File: src/rtl/timer2_defines.vh
// Constants shared by the timer, capture and compare logic
`ifndef TIMER2_DEFINES_VH
`define TIMER2_DEFINES_VH

// ----------------------------------------------------------------------
// Register addresses
// ----------------------------------------------------------------------
`define ADDR_IRQ_EN    8'hE8
`define ADDR_TCTRL     8'hEA
`define ADDR_CAPEDGE   8'hEB
`define ADDR_FLAGS     8'hC8
`define ADDR_SETEN     8'hEE
`define ADDR_RSTEN     8'hEF
`define ADDR_TMR_LO    8'hC0
`define ADDR_TMR_HI    8'hC1
`define ADDR_PORT4     8'hC2
// Capture bytes at A0..A7, compare bytes at B0..B5 (low byte first)
`define CAP_PAGE       5'h14
`define CMP_PAGE       5'h16

// ----------------------------------------------------------------------
// Field positions
// ----------------------------------------------------------------------
`define TC_WIDE_SEL    7
`define TC_BYTE_SEL    6
`define TC_EXT_RST     5
`define TC_BYTE_OVF    4
`define TC_PRE_HI      3
`define TC_PRE_LO      2
`define TC_MODE_HI     1
`define TC_MODE_LO     0
`define IEN_OVF        7
`define IEN_CMP0       4
`define IEN_CAP0       0
`define FLG_WIDE_OVF   7
`define FLG_CMP0       4
`define FLG_CAP0       0
`define P1_EXT_CNT     4
`define P1_EXT_RST     5
`define TG_LO          6
`define TG_HI          7

// ----------------------------------------------------------------------
// Encodings, reset values, timing
// ----------------------------------------------------------------------
`define MODE_HALT      2'h0
`define MODE_OSC       2'h1
`define MODE_RSVD      2'h2
`define MODE_EXT       2'h3
`define PRE_DIV1       2'h0
`define PRE_DIV2       2'h1
`define PRE_DIV4       2'h2
`define PRE_DIV8       2'h3
`define RST_BYTE       8'h00
`define RST_WORD       16'h0000
`define SETEN_RST      8'hC0
`define PORT4_RST      8'h00
`define HW_MASK        6'h3F
// Machine cycle is 12 oscillator periods; phase 0 is state1_phase1
`define MC_SAMPLE      4'h0
`define MC_LAST        4'hB
`define BYTE_ALL1      8'hFF
`define WORD_ALL1      16'hFFFF

`endif

File: src/rtl/capture_channel.v
// One capture channel: pin synchroniser, edge select and capture latch
`timescale 1ns/100ps
`include "timer2_defines.vh"

module capture_channel (
	// Clock and reset
	input  wire        mclk,
	input  wire        rst_n,
	// Pin and timing
	input  wire        pin_in,
	input  wire        sample_tick,
	input  wire        end_tick,
	// Edge selection and timer
	input  wire        rise_en,
	input  wire        fall_en,
	input  wire [15:0] timer_val,
	// Results
	output reg  [15:0] cap_r,
	output wire        load
);

reg meta_r;
reg sync_r;
reg last_r;
reg prime_r;
reg pend_r;

wire rise = sync_r & ~last_r & prime_r;
wire fall = ~sync_r & last_r & prime_r;

assign load = end_tick & pend_r;

always @(posedge mclk) begin
	if (!rst_n) begin
		meta_r  <= 1'b0;
		sync_r  <= 1'b0;
		last_r  <= 1'b0;
		prime_r <= 1'b0;
		pend_r  <= 1'b0;
		cap_r   <= `RST_WORD;
	end else begin
		meta_r <= pin_in;
		sync_r <= meta_r;
		if (sample_tick) begin
			last_r <= sync_r;
			pend_r <= (rise_en & rise) | (fall_en & fall); // [RULE7]
		end else if (end_tick) begin
			pend_r <= 1'b0;
		end
		// History follows the pin through the first machine cycle, so a
		// pin held high across reset gives no false edge
		if (!prime_r) begin
			last_r <= sync_r;
		end
		if (end_tick) begin
			prime_r <= 1'b1;
		end
		if (load) begin
			cap_r <= timer_val; // [RULE9]
		end
	end
end

endmodule

File: src/rtl/compare_channel.v
// One compare channel: 16-bit compare value and match detection
`timescale 1ns/100ps
`include "timer2_defines.vh"

module compare_channel (
	// Clock and reset
	input  wire        mclk,
	input  wire        rst_n,
	// Byte writes
	input  wire        wr_lo,
	input  wire        wr_hi,
	input  wire [7:0]  wdata,
	// Match
	input  wire        arm,
	input  wire [15:0] timer_val,
	output reg  [15:0] cmp_r,
	output wire        hit
);

// Only the first end of cycle after an increment may hit
assign hit = arm & (timer_val == cmp_r); // [RULE10]

always @(posedge mclk) begin
	if (!rst_n) begin
		cmp_r <= `RST_WORD;
	end else begin
		if (wr_lo) begin
			cmp_r[7:0] <= wdata;
		end
		if (wr_hi) begin
			cmp_r[15:8] <= wdata;
		end
	end
end

endmodule

File: src/rtl/timer2_capture_compare.v
// Timer with four capture and three compare channels and port 4 control
//
// Notes on behaviour
// RULE1 - Enable bits: 7 overflow, 6..4 comparators 2..0, 3..0 captures.
// RULE2 - Comparator request raised only while its enable bit is set.
// RULE3 - Timer control: selects, ext reset, byte flag, prescale, mode.
// RULE4 - Each capture input event loads timer value and flags request.
// RULE5 - Capture inputs are port 1 pins 0 to 3.
// RULE6 - Capture flags set even if value unused: extra interrupts.
// RULE7 - Rise, fall or both edges per channel from edge control bits.
// RULE8 - Inputs sampled once per machine cycle at state1_phase1; the ext reset pin edge is taken on every clock.
// RULE9 - Capture loads timer at end of the same machine cycle.
// RULE10 - Every new timer value is compared with three compare values.
// RULE11 - Compare flag set at end of machine cycle after the match.
// RULE12 - Compare 0 match sets port 4 bits 0..5 with set enable.
// RULE13 - Mode 01 clocks timer from oscillator divided by 12.
// RULE14 - Prescale 1,2,4,8; cleared on factor, source change, reset.
// RULE15 - Compare 1 match clears port 4 bits 0..5 with reset enable.
// RULE16 - Match beats software write; set and reset together clears.
// RULE17 - Mode 00 halts, 11 counts external pin, 10 reserved.
`timescale 1ns/100ps
`include "timer2_defines.vh"

module timer2_capture_compare (
	// Clock and reset
	input  wire        mclk,
	input  wire        rst_n,
	// Register port
	input  wire [7:0]  addr,
	input  wire [7:0]  wdata,
	input  wire        wr,
	input  wire        rd,
	output reg  [7:0]  rdata_r,
	// Pins
	input  wire [7:0]  port1_in,
	output reg  [7:0]  port4_r,
	// Interrupt requests
	output reg  [3:0]  cap_irq_req_r,
	output reg  [2:0]  cmp_irq_req_r,
	output reg         ovf_irq_req_r
);

// ----------------------------------------------------------------------
// Registers and state
// ----------------------------------------------------------------------
reg  [7:0]  irq_en_r;
reg  [7:0]  tctrl_r;
reg  [7:0]  capedge_r;
reg  [7:0]  flags_r;
reg  [5:0]  seten_r;
reg  [1:0]  tg_r;
reg  [7:0]  rsten_r;
reg  [15:0] timer_r;
reg  [2:0]  pre_r;
reg  [3:0]  phase_r;
reg         inc_seen_r;
reg  [1:0]  cnt_meta_r;
reg  [1:0]  cnt_sync_r;
reg         cnt_last_r;
reg         cnt_pend_r;
reg         rst_last_r;

reg  [7:0]  tctrl_nxt;
reg  [7:0]  flags_nxt;
reg  [7:0]  port4_nxt;
reg  [1:0]  tg_nxt;
reg  [15:0] timer_nxt;
reg  [2:0]  pre_nxt;
reg         inc_seen_nxt;
reg  [7:0]  rd_nxt;
reg         src_tick;
reg         pre_wrap;
reg         do_inc;

wire        sample_tick = (phase_r == `MC_SAMPLE);
wire        end_tick    = (phase_r == `MC_LAST);
wire [1:0]  mode        = tctrl_r[`TC_MODE_HI:`TC_MODE_LO];
wire [1:0]  pre_sel     = tctrl_r[`TC_PRE_HI:`TC_PRE_LO];
wire        ext_rst     = tctrl_r[`TC_EXT_RST] & cnt_sync_r[1] &
                          ~rst_last_r;
wire [3:0]  cap_load;
wire [2:0]  cmp_hit;
wire [63:0] cap_all;
wire [47:0] cmp_all;
wire        wr_tctrl    = wr & (addr == `ADDR_TCTRL);
wire        cap_page    = (addr[7:3] == `CAP_PAGE);
wire        cmp_page    = (addr[7:3] == `CMP_PAGE);
// Set enable reset value, split into enable bits and toggle flip-flops
wire [7:0]  seten_init  = `SETEN_RST;

// ----------------------------------------------------------------------
// Machine cycle phase: twelve oscillator periods
// ----------------------------------------------------------------------
always @(posedge mclk) begin
	if (!rst_n) begin
		phase_r <= `MC_SAMPLE;
	end else if (end_tick) begin
		phase_r <= `MC_SAMPLE; // [RULE13]
	end else begin
		phase_r <= phase_r + 4'h1;
	end
end

// ----------------------------------------------------------------------
// Capture channels on port 1 pins 0..3
// ----------------------------------------------------------------------
genvar gi;
generate
	for (gi = 0; gi < 4; gi = gi + 1) begin : g_cap
		capture_channel u_cap (
			.mclk        (mclk),
			.rst_n       (rst_n),
			.pin_in      (port1_in[gi]), // [RULE5]
			.sample_tick (sample_tick), // [RULE8]
			.end_tick    (end_tick),
			.rise_en     (capedge_r[2*gi]),
			.fall_en     (capedge_r[2*gi+1]),
			.timer_val   (timer_r),
			.cap_r       (cap_all[16*gi +: 16]),
			.load        (cap_load[gi])
		);
	end
endgenerate

// ----------------------------------------------------------------------
// Compare channels
// ----------------------------------------------------------------------
generate
	for (gi = 0; gi < 3; gi = gi + 1) begin : g_cmp
		compare_channel u_cmp (
			.mclk      (mclk),
			.rst_n     (rst_n),
			.wr_lo     (wr & cmp_page & (addr[2:1] == gi) & ~addr[0]),
			.wr_hi     (wr & cmp_page & (addr[2:1] == gi) & addr[0]),
			.wdata     (wdata),
			.arm       (end_tick & inc_seen_r),
			.timer_val (timer_r),
			.cmp_r     (cmp_all[16*gi +: 16]),
			.hit       (cmp_hit[gi])
		);
	end
endgenerate

// ----------------------------------------------------------------------
// External count and reset pins, synchronised
// ----------------------------------------------------------------------
always @(posedge mclk) begin
	if (!rst_n) begin
		cnt_meta_r <= 2'h0;
		cnt_sync_r <= 2'h0;
		cnt_last_r <= 1'b0;
		cnt_pend_r <= 1'b0;
		rst_last_r <= 1'b0;
	end else begin
		cnt_meta_r <= {port1_in[`P1_EXT_RST], port1_in[`P1_EXT_CNT]};
		cnt_sync_r <= cnt_meta_r;
		rst_last_r <= cnt_sync_r[1];
		// Count pin sampled once per machine cycle: one count at most
		if (sample_tick) begin
			cnt_last_r <= cnt_sync_r[0];
			cnt_pend_r <= cnt_sync_r[0] & ~cnt_last_r;
		end else if (end_tick) begin
			cnt_pend_r <= 1'b0;
		end
	end
end

// ----------------------------------------------------------------------
// Prescaler and timer
// ----------------------------------------------------------------------
always @* begin
	case (mode)
		`MODE_OSC:  src_tick = end_tick; // [RULE13]
		`MODE_EXT:  src_tick = end_tick & cnt_pend_r; // [RULE17]
		`MODE_HALT: src_tick = 1'b0; // [RULE17]
		default:    src_tick = 1'b0;
	endcase
	case (pre_sel)
		`PRE_DIV1: pre_wrap = 1'b1; // [RULE14]
		`PRE_DIV2: pre_wrap = (pre_r[0] == 1'b1);
		`PRE_DIV4: pre_wrap = (pre_r[1:0] == 2'h3);
		`PRE_DIV8: pre_wrap = (pre_r == 3'h7);
		default:   pre_wrap = 1'b1;
	endcase
	do_inc    = src_tick & pre_wrap & ~ext_rst;
	timer_nxt = timer_r;
	pre_nxt   = pre_r;
	if (src_tick) begin
		pre_nxt = pre_wrap ? 3'h0 : pre_r + 3'h1;
	end
	if (do_inc) begin
		timer_nxt = timer_r + 16'h0001;
	end
	// A change of factor or source, or a timer reset, restarts the count
	if (wr_tctrl && (wdata[`TC_PRE_HI:`TC_MODE_LO] !=
	                 tctrl_r[`TC_PRE_HI:`TC_MODE_LO])) begin
		pre_nxt = 3'h0; // [RULE14]
	end
	if (ext_rst) begin
		timer_nxt = `RST_WORD;
		pre_nxt   = 3'h0; // [RULE14]
	end
	inc_seen_nxt = end_tick ? do_inc : inc_seen_r;
end

// ----------------------------------------------------------------------
// Flags: hardware set wins over software clear
// ----------------------------------------------------------------------
always @* begin
	tctrl_nxt = tctrl_r;
	if (wr_tctrl) begin
		tctrl_nxt = wdata; // [RULE3]
	end
	if (do_inc && (timer_r[7:0] == `BYTE_ALL1)) begin
		tctrl_nxt[`TC_BYTE_OVF] = 1'b1;
	end
	flags_nxt = flags_r;
	if (wr && (addr == `ADDR_FLAGS)) begin
		flags_nxt = wdata;
	end
	if (do_inc && (timer_r == `WORD_ALL1)) begin
		flags_nxt[`FLG_WIDE_OVF] = 1'b1;
	end
	// Capture flags set whether or not the value is read
	flags_nxt[`FLG_CAP0 +: 4] = flags_nxt[`FLG_CAP0 +: 4] |
	                            cap_load; // [RULE4] [RULE6]
	flags_nxt[`FLG_CMP0 +: 3] = flags_nxt[`FLG_CMP0 +: 3] |
	                            cmp_hit; // [RULE11]
end

// ----------------------------------------------------------------------
// Port 4: software write first, then compare actions override
// ----------------------------------------------------------------------
always @* begin
	port4_nxt = port4_r;
	tg_nxt    = tg_r;
	if (wr && (addr == `ADDR_PORT4)) begin
		port4_nxt = wdata;
	end
	if (cmp_hit[0]) begin
		port4_nxt[5:0] = port4_nxt[5:0] | (seten_r & `HW_MASK); // [RULE12]
	end
	// Clear applied last so a set and reset together leaves zero
	if (cmp_hit[1]) begin
		port4_nxt[5:0] = port4_nxt[5:0] &
		                 ~(rsten_r[5:0] & `HW_MASK); // [RULE15] [RULE16]
	end
	// Toggles follow their own flip-flops, not the port latch
	if (cmp_hit[2] && rsten_r[`TG_LO]) begin
		port4_nxt[`TG_LO] = tg_r[0]; // [RULE16]
		tg_nxt[0]         = ~tg_r[0];
	end
	if (cmp_hit[2] && rsten_r[`TG_HI]) begin
		port4_nxt[`TG_HI] = tg_r[1];
		tg_nxt[1]         = ~tg_r[1];
	end
end

// ----------------------------------------------------------------------
// Read multiplexer, data one cycle after the strobe
// ----------------------------------------------------------------------
always @* begin
	rd_nxt = `RST_BYTE;
	if (cap_page) begin
		rd_nxt = cap_all[{addr[2:0], 3'h0} +: 8];
	end else if (cmp_page && (addr[2:1] != 2'h3)) begin
		rd_nxt = cmp_all[{addr[2:0], 3'h0} +: 8];
	end else begin
		case (addr)
			`ADDR_IRQ_EN:  rd_nxt = irq_en_r;
			`ADDR_TCTRL:   rd_nxt = tctrl_r;
			`ADDR_CAPEDGE: rd_nxt = capedge_r;
			`ADDR_FLAGS:   rd_nxt = flags_r;
			`ADDR_SETEN:   rd_nxt = {tg_r, seten_r};
			`ADDR_RSTEN:   rd_nxt = rsten_r;
			`ADDR_TMR_LO:  rd_nxt = timer_r[7:0];
			`ADDR_TMR_HI:  rd_nxt = timer_r[15:8];
			`ADDR_PORT4:   rd_nxt = port4_r;
			default:       rd_nxt = `RST_BYTE;
		endcase
	end
end

// ----------------------------------------------------------------------
// State update
// ----------------------------------------------------------------------
always @(posedge mclk) begin
	if (!rst_n) begin
		irq_en_r      <= `RST_BYTE; // [RULE1]
		tctrl_r       <= `RST_BYTE; // [RULE3]
		capedge_r     <= `RST_BYTE;
		flags_r       <= `RST_BYTE;
		seten_r       <= seten_init[5:0];
		tg_r          <= seten_init[`TG_HI:`TG_LO];
		rsten_r       <= `RST_BYTE;
		timer_r       <= `RST_WORD;
		pre_r         <= 3'h0;
		inc_seen_r    <= 1'b0;
		port4_r       <= `PORT4_RST;
		rdata_r       <= `RST_BYTE;
		cap_irq_req_r <= 4'h0;
		cmp_irq_req_r <= 3'h0;
		ovf_irq_req_r <= 1'b0;
	end else begin
		if (wr && (addr == `ADDR_IRQ_EN)) begin
			irq_en_r <= wdata; // [RULE1]
		end
		if (wr && (addr == `ADDR_CAPEDGE)) begin
			capedge_r <= wdata; // [RULE7]
		end
		if (wr && (addr == `ADDR_SETEN)) begin
			seten_r <= wdata[5:0];
		end
		if (wr && (addr == `ADDR_RSTEN)) begin
			rsten_r <= wdata;
		end
		tctrl_r    <= tctrl_nxt;
		flags_r    <= flags_nxt;
		timer_r    <= timer_nxt;
		pre_r      <= pre_nxt;
		inc_seen_r <= inc_seen_nxt;
		port4_r    <= port4_nxt;
		tg_r       <= tg_nxt;
		if (rd) begin
			rdata_r <= rd_nxt;
		end else begin
			rdata_r <= `RST_BYTE;
		end
		// Requests follow flags gated by their enables
		cap_irq_req_r <= flags_r[`FLG_CAP0 +: 4] &
		                 irq_en_r[`IEN_CAP0 +: 4]; // [RULE1] [RULE6]
		cmp_irq_req_r <= flags_r[`FLG_CMP0 +: 3] &
		                 irq_en_r[`IEN_CMP0 +: 3]; // [RULE2]
		ovf_irq_req_r <= irq_en_r[`IEN_OVF] &
		                 ((tctrl_r[`TC_WIDE_SEL] & flags_r[`FLG_WIDE_OVF]) |
		                  (tctrl_r[`TC_BYTE_SEL] &
		                   tctrl_r[`TC_BYTE_OVF])); // [RULE1]
	end
end

endmodule

File: config.mk
export PLATFORM = sky130hd
export DESIGN_NAME = timer2_capture_compare
export DESIGN_NICKNAME = d
export VERILOG_FILES = /design/src/rtl/capture_channel.v /design/src/rtl/compare_channel.v /design/src/rtl/timer2_capture_compare.v
export VERILOG_INCLUDE_DIRS = /design/src /design/src/rtl
export SDC_FILE = /design/constraint.sdc
export NUM_CORES = 1
export LEC_CHECK = 0
export CAP_MARGIN = 20
export CORE_AREA = 3 3 170 172
export DETAILED_ROUTE_END_ITERATION = 16
export DIE_AREA = 0 0 173 175
export DONT_BUFFER_PORTS = 1
export MAX_ROUTING_LAYER = met4
export PLACE_DENSITY = 0.65
export SLEW_MARGIN = 10
export SYNTH_ARGS = -nofsm -noshare
export SYNTH_HDL_FRONTEND = slang
export SYNTH_SLANG_ARGS = --single-unit
File: constraint.sdc
create_clock -name mclk -period 2.2 [get_ports mclk]
set_input_delay 0.22 -clock mclk [delete_from_list [all_inputs] [get_ports mclk]]
set_output_delay 0.22 -clock mclk [all_outputs]
set_load 0.01 [all_outputs]
Word level (Yosys, flattened, before mapping):

Cells that the tools add are included.

* register bits: 232
* output and inout port bits: 24

* add/subtract/negate cells: 3
* eq/ne operators: 30
* shifts and indexed selects: 2
* mux-type cells: 29
* bitwise gates (word level): 79
* reduce and logical (&&, ||, !) cells: 24

Operator list (count)
* 8-bit equality test (second input constant): 10
* 8-bit case mux with 9 select lines: 1
* 64-bit by 7-bit indexed part select with 8-bit output: 1
* 1-bit AND: 52
* 16-bit equality test: 3
* 48-bit by 7-bit indexed part select with 8-bit output: 1
* 8-bit two-way mux: 4
* 1-bit two-way mux: 18
* 16-bit by 1-bit adder with 16-bit output (second input constant): 1
* 16-bit equality test (second input constant): 1
* 1-bit NOT: 15
* 1-bit logical AND: 12
* 6-bit two-way mux: 2
* 2-bit equality test (second input constant): 5
* 5-bit equality test (second input constant): 2
* 2-bit nonzero test: 5
* 6-bit AND: 1
* 2-bit by 1-bit equality test with 1-bit output (second input constant): 3
* 6-bit NOT: 1
* 6-bit OR: 1
* 5-bit two-way mux: 1
* 1-bit OR: 5
* 4-bit by 1-bit adder with 4-bit output (second input constant): 1
* 4-bit AND: 1
* 17 further kinds: 20

Depth between registers and ports, before layout:

* depth after elaboration: 7
* gate-level depth with buffers: 8
* gate-level depth less buffers: 7

Hierarchy:

From an unflattened synthesis, not the netlist that was laid out.

* cell total of the unflattened synthesis: 1198
* area total of the unflattened synthesis: 11663.7 um2

By module, submodules not included
* timer2_capture_compare: instances 1, cells each 635, area each 5923.2 um2, seq. area each 2062.0 um2
* capture_channel: instances 4, cells each 86, area each 853.3 um2, seq. area each 420.4 um2
* compare_channel: instances 3, cells each 73, area each 775.7 um2, seq. area each 320.3 um2

Worst setup path before layout:

Ideal clock, no wire load.

* path kind: register -> register
* start: register pre_r[0]
* end: register timer_r[11]
* library setup time: 0.070 ns
* data arrival time: 1.906 ns
* data required time: 2.130 ns
* path slack: 0.224 ns
* cell stages (with the launch flop): 8
* period minus slack after synthesis: 1.976 ns
* cells stage by stage: dfxtp_1 ha_1 ha_1 mux2i_1 a21o_2 or3_4 or4_1 a21oi_1

* longest elaborated chain between the ends: 4
* elaborated cells between the ends (all ways): 5
* those cells by class: eq/ne (2); mux (1); bitwise (2)

RTL lines
* from (decl): line timer2_capture_compare.v:54 `reg [2:0] pre_r;`
* from (signal assigned): line timer2_capture_compare.v:320 `pre_r <= pre_nxt;`
* 3-bit equality test or 2-bit equality test (tied branches): line timer2_capture_compare.v:182, timer2_capture_compare.v:181
* 1-bit case mux with 4 select lines *: line timer2_capture_compare.v:178 `case (pre_sel)`
* 1-bit AND * (2 in series): line timer2_capture_compare.v:185 `do_inc = src_tick & pre_wrap & ~ext_rst;`
* to (signal assigned): line timer2_capture_compare.v:296 `` timer_r <= `RST_WORD; ``
* to (signal assigned): line timer2_capture_compare.v:319 `timer_r <= timer_nxt;`
* to (decl): line timer2_capture_compare.v:53 `reg [15:0] timer_r;`

Every way passes the cells marked *; elsewhere a longest branch is shown, timed or not.
A chain may end at the register's enable or synchronous reset.

Worst setup path after layout:

Ends and elaborated chain as after synthesis.

==> flow_summary.toml <==
[routing]
dr.max_layer_used = "met4"
routed_wirelength_mm = 34.19
via_per_inst = 5.685
via_count = 9454
first_pass_iters = 5
met1_length_mm = 14.46
ant_nets = 0
drt-initial-drc-count = 949
drc_errors = 0
wl_per_cell_um = 20.56
route.met3.wl_mm = 3.292
met2WireLength_mm = 15.32

[power_and_ir_drop]
power.internal_mw = 6.933
power_switching_mw = 1.889
power.density_mw_per_mm2 = 704.8
switching_share_pct = 21.41
ir_drop_v = 0.0005040
p_clk_share_pct = 48.5
seq_power_share_pct = 48.0
power.leakage_nw = 4.689
combPwrFrac_pct = 3.5
total_power_mw = 8.821

[timing]
drv_slew = 0
fmax_mhz = 483.7
setup_violations = 0
hold_viol = 0
layout_worst_path_cycle_share_pct = 93.98
max-slew-margin-rel_pct = 46.68
setup_tns_ns = 0
fin_ws_ns = 0.1324
period_minus_slack_ns = 2.068
skew_ns = 0.01914
rsz0062_at_grt = "false"
worstMarginPinSlew_ns = 0.7972

[finish]
syn_to_final_growth_pct = 14.71
final_area_mm2 = 0.01252
final_common_cell = "dfxtp_1"
n_antenna_cell = 0
layout-drive-gt1-share_pct = 12.06
final_cell_mix = "232 x dfxtp_1, 201 x nand2_1, 114 x a21oi_1, 107 x nor2_1, 105 x mux2i_1"
final_util_pct = 45.30
fin_nets = 1303

[worst_setup_path]
cp-start-kind = "register"
crit_slowest_cell = "or3_4"
reg2reg_slack_ns = 0.13
r2r-start = "pre_r[0]"
worstSetupPathDepth = 7
crit_type = "register to register"
path_max_fanout = 5
path_buf_inv = 0
critPathArrivalTime_ns = 2.52
cp_cell_sequence = "ha_1 > ha_1 > mux2i_1 > a21o_2 > or3_4 > or4_1 > a21oi_1"
crit_family = "simple AND/OR/NAND/NOR gates"
r2r-end = "timer_r[11]"
cpMostUsedCell = "ha_1"
slowest_delay_ns = 0.41
worst_setup_path_end_kind = "register"
worst-r2r-cell-count = 7
required_ns = 2.65

[die]
die_w_um = 173
core-area_mm2 = 0.02763
start_util_pct = 39.49
ioPinCount = 52
die_area_mm2 = 0.03028
num_rows = 61
die_h_um = 175

[worst_hold_path]
whs_endpoint = "port4_r[3]"
hold_depth = 2
hold_path_class = "input pin to register"
min-delay-start = "wdata[3]"

[yosys]
ys_ff_latch = 232
synth-seq-area-share_pct = 42.57
async_flop_share_pct = 0
syn_nets = 1290
synth_xor_xnor_area_share_pct = 5.138
synth_compound_area_share_pct = 11.15
synthMuxAreaShare_pct = 14.28
avgSynthCellArea_um2 = 8.680
yosys.area_share.simple_pct = 21.58
synth_warnings = 0
synthAdderAreaFrac_pct = 0.5734
synth_top_family_by_area = "simple AND/OR/NAND/NOR gates"
syn_area_mm2 = 0.01091
synth_cell_types = 65
syn_inst = 1257
synth_edf_count = 0
ys.flop_type = "dfxtp_1"

[clocking]
cts_tree = "built"
postCtsSetupRepairBufs = 0
h-tree-depth = 1
cts.sinks = 232
cts_inserted_buffers = 25
clk_path_buf_depth = 3
cts_root_buffer = "clkbuf_16"
cts_resized = 0
clkLatencyLatePin_ns = 0.53
cts.clk_slew.worst_paths_ns = 0.06

[global_routing]
track_usage_pct = 22.75
overflow = 0
grt_max_degree = 105
grt_pass1_vias = 8993
grt_pass1_wl_mm = 53.19
antenna_found_initial = 0

[run_status]
status = "completed"

[placement]
hpwl_mm = 23.16
routabilityCongestion = 1.021
place_area_mm2 = 0.01152
pre_cts_slack_ns = 0.1673
io_buffers = 0

[job]
max_cap_violations = 0
synth_stat cells (5+ instances only):
library cell  count  area share, %
ha_1              5           0.57
o21ai_0          14           0.64
a32oi_1           7           0.56
xor2_1           33            2.6
dfxtp_1         232             43
nand2b_1          5           0.29
o221ai_1          6           0.48
nor2b_1          16           0.92
buf_2            21           0.96
clkbuf_1         67            2.3
nand2_1         201            6.9
inv_1            28           0.96
and3_1           13           0.75
nand3b_1          7           0.48
mux2_2           13            1.3
nor4_1           12           0.69
nor2_1          107            3.7
a22oi_1          10           0.69
mux4_2           16            3.3
o22ai_1           8           0.46
nand4_1          23            1.3
xnor2_1          31            2.5
nor3_1           22            1.0
a21oi_1         114            5.2
a31oi_1           7           0.40
and2_1           18            1.0
o221a_2           6           0.62
mux2i_1         105            9.6
nand3_1          46            2.1
logic make-up (layout without fill, tap and decap cells):
logic type | Yosys count | count (layout)
DFF | 232 | 232
adders and majority gates | 5 | 5
and+or+nand+nor | 499 | 499
muxes | 134 | 134
xor gates and xnor gates | 64 | 64
buffers and inverters | 124 | 152
AOI/OAI and AO/OA | 199 | 199
worst max-delay path by stage:
stage,from,to
after floorplan,pre_r[0],timer_r[11]
after global placement,pre_r[0],timer_r[11]
after detailed placement,pre_r[0],timer_r[11]
after CTS,pre_r[0],timer_r[11]
after global routing,pre_r[0],timer_r[11]
final,pre_r[0],timer_r[11]
per-stage QoR:
stage	instances	hold slack, ns
after floorplan	1257	0.3473
after global placement	1604	0.3450
after detailed placement	1604	0.3462
after CTS	1662	0.001792
after global routing	1663	0.002958
final	1663	0.008670
power by group through the flow:
stage	Sequential (mW)	Clock, mW	Combinational [mW]
4_1_cts	4.24	4.32	0.299
2_1_floorplan	4.32	0	0.248
6_report	4.24	4.28	0.307
3_3_place_gp	4.33	0	0.227
5_1_grt	4.24	4.52	0.328
3_5_place_dp	4.33	0	0.229
metal layers:
layer / global-route usage (%) / up-vias
li1: - / 4383
met1: 30.05 / 4568
met2: 34.89 / 424
met3: 4.954 / 79
met4: 7.264 / 0
met5: - / -
layout make-up:
class,count,area [um2]
fillers,2702,15110
well taps,378,473.0
clock inverters,5,103.9
inverters,29,111.4
multi-input cells,901,5757
clock buffers,37,720.7
repair buffers,81,705.7
flip-flops and latches,232,4644
state kept, by name (all words and copies together) (netlist names), 3 cells and up:
register and flops:
cap_irq_req_r 4, capedge_r 8, cmp_irq_req_r 3, flags_r 8, g_cap.u_cap.cap_r 64, g_cap.u_cap.last_r 4, g_cap.u_cap.meta_r 4, g_cap.u_cap.pend_r 4
g_cap.u_cap.sync_r 4, g_cmp.u_cmp.cmp_r 48, irq_en_r 8, phase_r 4, port4_r 8, pre_r 3, rdata_r 8, rsten_r 8
seten_r 6, tctrl_r 8, timer_r 16
repair_timing:
action / 4_1_cts / 5_1_grt
endpoints found under the hold margin: 122 / 0
setup endpoints to repair: 0 / 0
hold buffers: 16 / 0
(Power assumes the default switching activity.)
